### config.mk
export PLATFORM = sky130hd
export DESIGN_NAME = rssq_reset_supply_clock_sequencer
export DESIGN_NICKNAME = d
export VERILOG_FILES = /design/src/rssq_pkg.sv /design/src/rssq_reset_supply_clock_sequencer.sv
export VERILOG_INCLUDE_DIRS = /design/src
export SDC_FILE = /design/constraint.sdc
export NUM_CORES = 1
export LEC_CHECK = 0
export CORE_ASPECT_RATIO = 2
export CORE_UTILIZATION = 40
export DETAILED_ROUTE_END_ITERATION = 12
export DONT_BUFFER_PORTS = 1
export PLACE_DENSITY = 0.62
export SYNTH_ARGS = -nofsm -noshare
export SYNTH_HDL_FRONTEND = slang
export SYNTH_SLANG_ARGS = --single-unit
### constraint.sdc
create_clock -name clock -period 2.4 [get_ports clock]
set_clock_uncertainty 0.05 [all_clocks]
set_input_delay 0.12 -clock clock [delete_from_list [all_inputs] [get_ports clock]]
set_output_delay 0.12 -clock clock [all_outputs]
set_load 0.1 [all_outputs]
### src/rssq_defines.svh
// constants for the reset, supply and clock sequencer
// assumes a single 50 MHz clock; included by the package and the top module
// Functional notes
// - hold static reset while supply is low
// - rising threshold above falling threshold, hysteresis
// - drive reset pin low during supply-low reset
// - supply-low flag set by hardware, cleared writing zero
// - supply threshold level fixed by option setting
// - all sources drive pin low through delay
// - start address fetched from top two bytes
// - phases: source delay, 4096 clocks, vector fetch
// - vector fetch lasts exactly two clocks
// - external reset pulse detected without clock
// - recognised external pulse stretched to minimum width
// - power-on and voltage-drop sequences are distinguished
// - watchdog underflow drives pin low minimum width
// - clock source chosen from seven option settings
// - crystal oscillators keep running during reset
// - watchdog flag set, cleared by zero or supply-low
// - supply-low flag survives pin and watchdog resets
`ifndef RSSQ_DEFINES_SVH
`define RSSQ_DEFINES_SVH

`define RSSQ_CLK_MHZ        50
`define RSSQ_OUT_WIDTH_NS   30000
`define RSSQ_OUT_CYCLES     ((`RSSQ_OUT_WIDTH_NS * `RSSQ_CLK_MHZ) / 1000)
`define RSSQ_STAB_CYCLES    4096
`define RSSQ_FETCH_CYCLES   2
`define RSSQ_VECTOR_LO      16'hFFFE
`define RSSQ_VECTOR_HI      16'hFFFF
`define RSSQ_CNT_W          16

`endif

### src/rssq_pkg.sv
// types of the reset, supply and clock sequencer
// assumes rssq_defines.svh is on the include path
`include "rssq_defines.svh"
package rssq_pkg;

    typedef enum logic [4:0] {
        RSSQ_RUN   = 5'h01,
        RSSQ_DELAY = 5'h02,
        RSSQ_STAB  = 5'h04,
        RSSQ_FETCH = 5'h08,
        RSSQ_HOLD  = 5'h10
    } rssq_phase_t;

    typedef enum logic [1:0] {
        RSSQ_LVL_LOW  = 2'h0,
        RSSQ_LVL_MID  = 2'h1,
        RSSQ_LVL_HIGH = 2'h2
    } rssq_level_t;

    typedef enum logic [2:0] {
        RSSQ_CLK_EXT  = 3'h0,
        RSSQ_CLK_XT0  = 3'h1,
        RSSQ_CLK_XT1  = 3'h2,
        RSSQ_CLK_XT2  = 3'h3,
        RSSQ_CLK_XT3  = 3'h4,
        RSSQ_CLK_ERC  = 3'h5,
        RSSQ_CLK_IRC  = 3'h6
    } rssq_clksrc_t;

    typedef struct packed {
        logic        supplyLowResetFlag;
        logic        watchdogResetFlag;
    } rssq_cause_t;

    typedef struct packed {
        logic        cpuInReset;
        logic        vectorFetch;
        logic [15:0] fetchAddr;
    } rssq_cpu_t;

endpackage : rssq_pkg

### src/rssq_reset_supply_clock_sequencer.sv
// reset, supply and clock sequencer of a small 8-bit controller
// assumes clock is the main oscillator and keeps running during reset;
// supply comparators and the pin pad are outside, reached via plain ports
`timescale 1ns/1ps
`default_nettype none
`include "rssq_defines.svh"
module rssq_reset_supply_clock_sequencer #(
    parameter int STAB_CYCLES = `RSSQ_STAB_CYCLES,
    parameter int OUT_CYCLES  = `RSSQ_OUT_CYCLES
) (
    input  wire logic                  clock,
    input  wire logic                  rst,
    input  wire logic                  resetPinIn,
    input  wire logic                  extResetLatched,
    output logic                       extResetAck,
    input  wire logic                  aboveRisingThreshold,
    input  wire logic                  aboveFallingThreshold,
    input  wire logic                  watchdogUnderflow,
    input  wire logic                  flagWrite,
    input  wire rssq_pkg::rssq_cause_t flagWriteData,
    input  wire rssq_pkg::rssq_level_t optSupplyLevel,
    input  wire rssq_pkg::rssq_clksrc_t optClockSource,
    output logic                       resetPinOut,
    output logic                       resetPinOe,
    output rssq_pkg::rssq_cause_t      causeFlags,
    output rssq_pkg::rssq_cpu_t        cpuCtl,
    output rssq_pkg::rssq_level_t      thresholdSelect,
    output rssq_pkg::rssq_clksrc_t     clockSourceSelect,
    output logic                       oscEnable,
    output logic                       powerOnSeq,
    output logic                       voltageDropSeq
);

    // =========================================================
    // pin synchronisers
    // =========================================================
    // the latch outside catches a pulse with no clock; only its output is sampled here
    logic [2:0] extSync;
    logic [2:0] pinSync;
    logic [2:0] oeHist;
    logic       extSeen;
    logic       supplyOk;
    logic       supplyLow;
    logic       extReq;

    always_ff @(posedge clock) begin
        if (rst) begin
            extSync <= 3'h0;
        end else begin
            extSync <= {extSync[1:0], extResetLatched};
        end
    end

    // own drive history, aligned with the pin samples: the pin still reads low
    // for two clocks after release, which must not count as an outside pull
    always_ff @(posedge clock) begin
        if (rst) begin
            pinSync <= 3'h7;
            oeHist  <= 3'h0;
        end else begin
            pinSync <= {pinSync[1:0], resetPinIn};
            oeHist  <= {oeHist[1:0], resetPinOe};
        end
    end

    assign extSeen = extSync[1] & extSync[2];
    assign extReq  = extSeen | (~pinSync[1] & ~pinSync[2] & oeHist[1] & oeHist[2]);

    // =========================================================
    // supply-low hysteresis
    // =========================================================
    // threshold comparators are async pins as well
    logic [2:0] riseSync;
    logic [2:0] fallSync;

    always_ff @(posedge clock) begin
        if (rst) begin
            riseSync <= 3'h0;
            fallSync <= 3'h0;
        end else begin
            riseSync <= {riseSync[1:0], aboveRisingThreshold};
            fallSync <= {fallSync[1:0], aboveFallingThreshold};
        end
    end

    // ok only once above the rising level, lost only below the falling level
    always_ff @(posedge clock) begin
        if (rst) begin
            supplyOk <= 1'b0;
        end else if (riseSync[1] & riseSync[2]) begin
            supplyOk <= 1'b1;
        end else if (~fallSync[1] & ~fallSync[2]) begin
            supplyOk <= 1'b0;
        end
    end

    assign supplyLow = ~supplyOk;

    // power-on versus voltage-drop distinction
    logic everRan;
    logic wasOk;

    always_ff @(posedge clock) begin
        if (rst) begin
            everRan <= 1'b0;
        end else if (supplyOk) begin
            everRan <= 1'b1;
        end
    end

    always_ff @(posedge clock) begin
        if (rst) begin
            wasOk <= 1'b0;
        end else begin
            wasOk <= supplyOk;
        end
    end

    always_ff @(posedge clock) begin
        if (rst) begin
            powerOnSeq     <= 1'b0;
            voltageDropSeq <= 1'b0;
        end else if (wasOk & supplyLow) begin
            voltageDropSeq <= 1'b1;
            powerOnSeq     <= 1'b0;
        end else if (~everRan & supplyLow) begin
            powerOnSeq     <= 1'b1;
            voltageDropSeq <= 1'b0;
        end else if (cpuCtl.cpuInReset == 1'b0) begin
            powerOnSeq     <= 1'b0;
            voltageDropSeq <= 1'b0;
        end
    end

    // =========================================================
    // phase sequencer
    // =========================================================
    rssq_pkg::rssq_phase_t phase;
    logic [`RSSQ_CNT_W-1:0] cnt;
    logic                   cntZero;
    logic                   anyReq;

    assign anyReq  = extReq | watchdogUnderflow | supplyLow;
    assign cntZero = (cnt == '0);

    // phase order: a pin or watchdog request restarts from the source delay; supply low goes to the hold phase
    always_ff @(posedge clock) begin
        if (rst) begin
            phase <= rssq_pkg::RSSQ_HOLD;
        end else if (supplyLow) begin
            phase <= rssq_pkg::RSSQ_HOLD;
        end else if (anyReq) begin
            phase <= rssq_pkg::RSSQ_DELAY;
        end else begin
            unique case (phase)
                rssq_pkg::RSSQ_RUN: begin
                    phase <= rssq_pkg::RSSQ_RUN;
                end
                rssq_pkg::RSSQ_HOLD: begin
                    // supply back: still owe the pin its minimum width
                    phase <= rssq_pkg::RSSQ_DELAY;
                end
                rssq_pkg::RSSQ_DELAY: begin
                    if (cntZero) begin
                        phase <= rssq_pkg::RSSQ_STAB;
                    end
                end
                rssq_pkg::RSSQ_STAB: begin
                    if (cntZero) begin
                        phase <= rssq_pkg::RSSQ_FETCH;
                    end
                end
                rssq_pkg::RSSQ_FETCH: begin
                    if (cntZero) begin
                        phase <= rssq_pkg::RSSQ_RUN;
                    end
                end
            endcase
        end
    end

    // one down-counter serves all timed phases; reloaded on every entry
    always_ff @(posedge clock) begin
        if (rst) begin
            cnt <= '0;
        end else if (supplyLow) begin
            cnt <= '0;
        end else if (anyReq) begin
            cnt <= `RSSQ_CNT_W'(OUT_CYCLES - 1);
        end else begin
            unique case (phase)
                rssq_pkg::RSSQ_RUN: begin
                    cnt <= cnt;
                end
                rssq_pkg::RSSQ_HOLD: begin
                    cnt <= `RSSQ_CNT_W'(OUT_CYCLES - 1);
                end
                rssq_pkg::RSSQ_DELAY: begin
                    cnt <= cntZero ? `RSSQ_CNT_W'(STAB_CYCLES - 1) : cnt - 1'b1;
                end
                rssq_pkg::RSSQ_STAB: begin
                    cnt <= cntZero ? `RSSQ_CNT_W'(`RSSQ_FETCH_CYCLES - 1) : cnt - 1'b1;
                end
                rssq_pkg::RSSQ_FETCH: begin
                    cnt <= cntZero ? cnt : cnt - 1'b1;
                end
            endcase
        end
    end

    // =========================================================
    // reset pin and cpu outputs
    // =========================================================
    // open drain: oe low means driving the pin low
    always_ff @(posedge clock) begin
        if (rst) begin
            resetPinOut <= 1'b0;
        end else begin
            resetPinOut <= 1'b0;
        end
    end

    // release only once the source delay is over
    always_ff @(posedge clock) begin
        if (rst) begin
            resetPinOe <= 1'b0;
        end else begin
            resetPinOe <= ~(anyReq | phase == rssq_pkg::RSSQ_HOLD
                            | phase == rssq_pkg::RSSQ_DELAY);
        end
    end

    // ack mirrors the synced latch so the latch outside clears once seen
    always_ff @(posedge clock) begin
        if (rst) begin
            extResetAck <= 1'b0;
        end else begin
            extResetAck <= extSeen;
        end
    end

    always_ff @(posedge clock) begin
        if (rst) begin
            cpuCtl <= '{cpuInReset: 1'b1, vectorFetch: 1'b0, fetchAddr: `RSSQ_VECTOR_LO};
        end else begin
            cpuCtl.cpuInReset  <= anyReq | (phase != rssq_pkg::RSSQ_RUN);
            cpuCtl.vectorFetch <= ~anyReq & (phase == rssq_pkg::RSSQ_FETCH);
            // low byte in the first fetch cycle, high byte in the second
            cpuCtl.fetchAddr   <= (phase == rssq_pkg::RSSQ_FETCH && cnt == '0)
                                  ? `RSSQ_VECTOR_HI : `RSSQ_VECTOR_LO;
        end
    end

    // =========================================================
    // reset cause flags
    // =========================================================
    always_ff @(posedge clock) begin
        if (rst) begin
            causeFlags <= '0;
        end else begin
            if (supplyLow) begin
                causeFlags.supplyLowResetFlag <= 1'b1;
            end else if (flagWrite & ~flagWriteData.supplyLowResetFlag) begin
                causeFlags.supplyLowResetFlag <= 1'b0;
            end
            if (supplyLow) begin
                causeFlags.watchdogResetFlag <= 1'b0;
            end else if (watchdogUnderflow) begin
                causeFlags.watchdogResetFlag <= 1'b1;
            end else if (flagWrite & ~flagWriteData.watchdogResetFlag) begin
                causeFlags.watchdogResetFlag <= 1'b0;
            end
        end
    end

    // =========================================================
    // option settings and oscillator
    // =========================================================
    // options are latched only in reset so run-time pin changes cannot move them
    always_ff @(posedge clock) begin
        if (rst) begin
            thresholdSelect   <= rssq_pkg::RSSQ_LVL_LOW;
            clockSourceSelect <= rssq_pkg::RSSQ_CLK_IRC;
        end else if (phase == rssq_pkg::RSSQ_HOLD) begin
            thresholdSelect   <= optSupplyLevel;
            clockSourceSelect <= optClockSource;
        end
    end

    // oscillator never stopped, not even in reset, so no start-up time is lost
    always_ff @(posedge clock) begin
        if (rst) begin
            oscEnable <= 1'b1;
        end else begin
            oscEnable <= 1'b1;
        end
    end

endmodule : rssq_reset_supply_clock_sequencer
`default_nettype wire

==> flow_metrics.py <==
metrics = {
    "setup_path": {
        "r2r_start": "cnt[0]",
        "cp-end-kind": "flip-flop",
        "worstRegToRegCells": 8,
        "slowest_delay_ps": 390,
        "crit_path_max_fanout": 5,
        "crit_slowest_cell": "or3_1",
        "cp-start-kind": "flip-flop",
        "critPathKind": "flip-flop to flip-flop",
        "cp.required_ps": 2560,
        "reg2reg_slack_ps": 130,
        "crit_chain": "inv_1 -> ha_1 -> nor3b_4 -> nand4_1 -> or3_1 -> nor3b_1 -> a21oi_1 -> a311oi_1",
        "arrival_ps": 2430,
        "rr_endpoint": "cnt[14]",
    },
    "grt": {
        "antenna_found_initial": 0,
        "grt_pass1_vias": 1906,
        "grt_use_total_pct": 18.1,
        "globalRoute.totalOverflow": 0,
        "grt_max_degree": 27,
        "grt_pass1_wl_microns": 8740,
    },
    "cells_and_area": {
        "stdcell_count": 363,
        "final_cell_area_sq_mm": 0.00279,
        "nNetsFinal": 318,
        "regArea_sq_mm": 0.00106,
        "layout.cells.most_common_list": "dfxtp_1, nor2_1, a21oi_1, buf_4, conb_1",
        "area_delta_synth_final_pct": 16.3,
        "fillers": 557,
        "final_core_util_pct": 48.5,
        "layout-drive-gt1-share_pct": 14.6,
        "multi_input_area_sq_mm": 0.00117,
        "n_antenna_cell": 0,
        "final_common_cell": "dfxtp_1",
    },
    "sta": {
        "finalHoldWorstSlack_ps": 5.29,
        "min_period_over_period_pct": 94.5,
        "fin_setup_tns_ps": 0,
        "fmax_mhz": 441,
        "slew_headroom_pct": 38.1,
        "worstMarginPinSlew_ps": 927,
        "rsz0062_at_grt": "no",
        "min_period_ps": 2270,
        "hold_viol": 0,
        "setup_viol": 0,
        "finalMaxSlewViolations": 0,
    },
    "clocking": {
        "htree_num_levels": 2,
        "cts.clk_slew.worst_paths_ps": 70,
        "clockRootBuffer": "clkbuf_16",
        "max-clock-path-buffers": 2,
        "numCtsBuffers": 5,
        "cts_tree": "built",
        "clk_latency_ps": 300,
        "clkSinkCount": 53,
    },
    "synth": {
        "yosysUniqueCellTypes": 51,
        "synth_seq_cells": 53,
        "ys_seq_area_share_pct": 44.2,
        "yosys_warnings": 0,
        "avgSynthCellArea_sq_um": 8.83,
        "async_flop_share_pct": 0,
        "synth_ff_type": "dfxtp_1",
        "netlist_instances": 272,
        "synth_enable_flop_cells": 0,
        "syn_area_sq_mm": 0.00240,
    },
    "worst_hold_path": {
        "worstHoldStart": "optClockSource[1]",
        "min_to": "clockSourceSelect[1]",
        "hold_depth": 3,
        "hold_class": "primary input to flip-flop",
    },
    "pwr": {
        "p_per_area_mw_per_mm2": 667,
        "ir_drop_mv": 0.708,
        "p_leak_uw": 0.00113,
    },
    "routing": {
        "vias": 1960,
        "vias_per_cell": 5.40,
        "drt-wirelength-per-cell_microns": 14.3,
        "drc": 2,
        "finalWirelength_microns": 5200,
        "ant_nets": 0,
        "firstDrtPassIters": 8,
        "drt_iter0_drc": 99,
    },
    "run_status": {
        "violations": "design-rule violations",
        "status": "finished with violations",
    },
    "job": {
        "cap_violations": 0,
    },
    "floorplanning": {
        "rows": 39,
        "die_h_microns": 112,
        "io_pins": 46,
        "dieWidth_microns": 56.8,
        "design.core.area_sq_mm": 0.00576,
        "die_area_sq_mm": 0.00634,
        "initial_core_util_pct": 41.7,
    },
    "place": {
        "place_hpwl_microns": 3720,
        "place_congestion": 0.947,
        "placed_cells": 343,
        "portBuffers": 0,
        "dpl_cell_area_sq_mm": 0.00251,
    },
}
## metrics by stage
stage	power, uW	setup WS, ps
floorplan	1130	436
global placement	1110	283
detailed placement	1120	204
CTS	1890	179
global route	1930	16.6
finish	1860	132
## final cells by class
type / instances / area share (%)
clock buffers: 5 / 4.48
clock inverters: 3 / 1.03
inverters: 12 / 1.61
multi-input cells: 195 / 41.9
flip-flops and latches: 53 / 38.0
well taps: 61 / 2.73
repair buffers: 34 / 10.2
## per-layer routing
layer	global-route usage, %	share of wire, %	up-vias
li1	-	-	983
met1	18.0	37	894
met2	31.9	55	67
met3	4.41	4.5	16
met4	13.0	4.2	0
met5	0	0	-
## state kept, by name (all words and copies together), names as in the netlist
register,count
cnt,16
phase,5
clockSourceSelect,3
cpuCtl,3
extSync,3
fallSync,3
oeHist,3
pinSync,3
riseSync,3
causeFlags,2
thresholdSelect,2
everRan,1
extResetAck,1
powerOnSeq,1
resetPinOe,1
supplyOk,1
voltageDropSeq,1
wasOk,1
## cells by family after synthesis
family / after synthesis / share of synthesized area (%)
AO/OA/AOI/OAI: 64 / 18.0
XOR/XNOR: 1 / 0.365
adder cells (fa/ha/maj): 2 / 1.04
buffers and inverters: 39 / 9.64
flip-flops: 53 / 44.2
multiplexers: 4 / 1.67
other: 2 / 0.313
AND/OR/NAND/NOR: 107 / 24.8
## cells in the mapped netlist (all sizes together) (2+ instances only)
library cell / n / share of area [%]
conb: 2 / 0.31
nand3: 6 / 1.3
nor3: 13 / 2.7
mux2i: 4 / 1.7
and2: 3 / 0.78
ha: 2 / 1.0
o31a: 2 / 0.73
or3: 5 / 1.3
o21ai: 11 / 2.4
o21a: 3 / 0.94
buf: 22 / 7.0
a311oi: 4 / 1.5
a211o: 2 / 0.73
nor4: 6 / 2.7
dfxtp: 53 / 44
inv: 12 / 1.9
o22ai: 2 / 0.52
a21o: 3 / 0.94
or2: 4 / 1.0
clkbuf: 5 / 0.78
nor3b: 4 / 1.5
nor2: 31 / 4.8
nand4: 4 / 1.3
o31ai: 2 / 0.63
nor2b: 14 / 3.6
nand2: 10 / 1.6
a211oi: 4 / 1.5
a21oi: 22 / 4.6
nand2b: 4 / 1.0
## worst max-delay path by stage
| stage | start | cells after the start | endpoint | slack [ps] |
|---|---|---|---|---|
| after floorplan | cnt[0] | 8 | cnt[14] | 440 |
| after global placement | cnt[0] | 8 | cnt[14] | 280 |
| after detailed placement | cnt[0] | 8 | cnt[14] | 200 |
| after CTS | cnt[0] | 8 | cnt[14] | 180 |
| after global routing | cnt[0] | 8 | cnt[14] | 20 |
| final | cnt[0] | 8 | cnt[14] | 130 |
## power breakdown
| part | switching [uW] | internal (uW) |
|---|---|---|
| logic | 184 | 33.4 |
| registers | 5.19 | 894 |
| clock network | 346 | 400 |
| total | 535 | 1330 |
## worst max-delay path: cells and delay by family, from the launching register on
kind | cells | cell delay (ps)
AO/OA/AOI/OAI | 2 | 340
adder cells (fa/ha/maj) | 1 | 210
flip-flops | 1 | 340
buffers and inverters | 1 | 110
AND/OR/NAND/NOR | 4 | 1130
## repair_timing
| item | in CTS | in global routing |
|---|---|---|
| hold buffers | 12 | 0 |
| endpoints found under the hold margin | 29 | 0 |
| setup buffers | 0 | 0 |
| gates resized for setup | 0 | 1 |
| endpoints found under the setup margin | 0 | 1 |
Power figures use the tool's default switching activity.
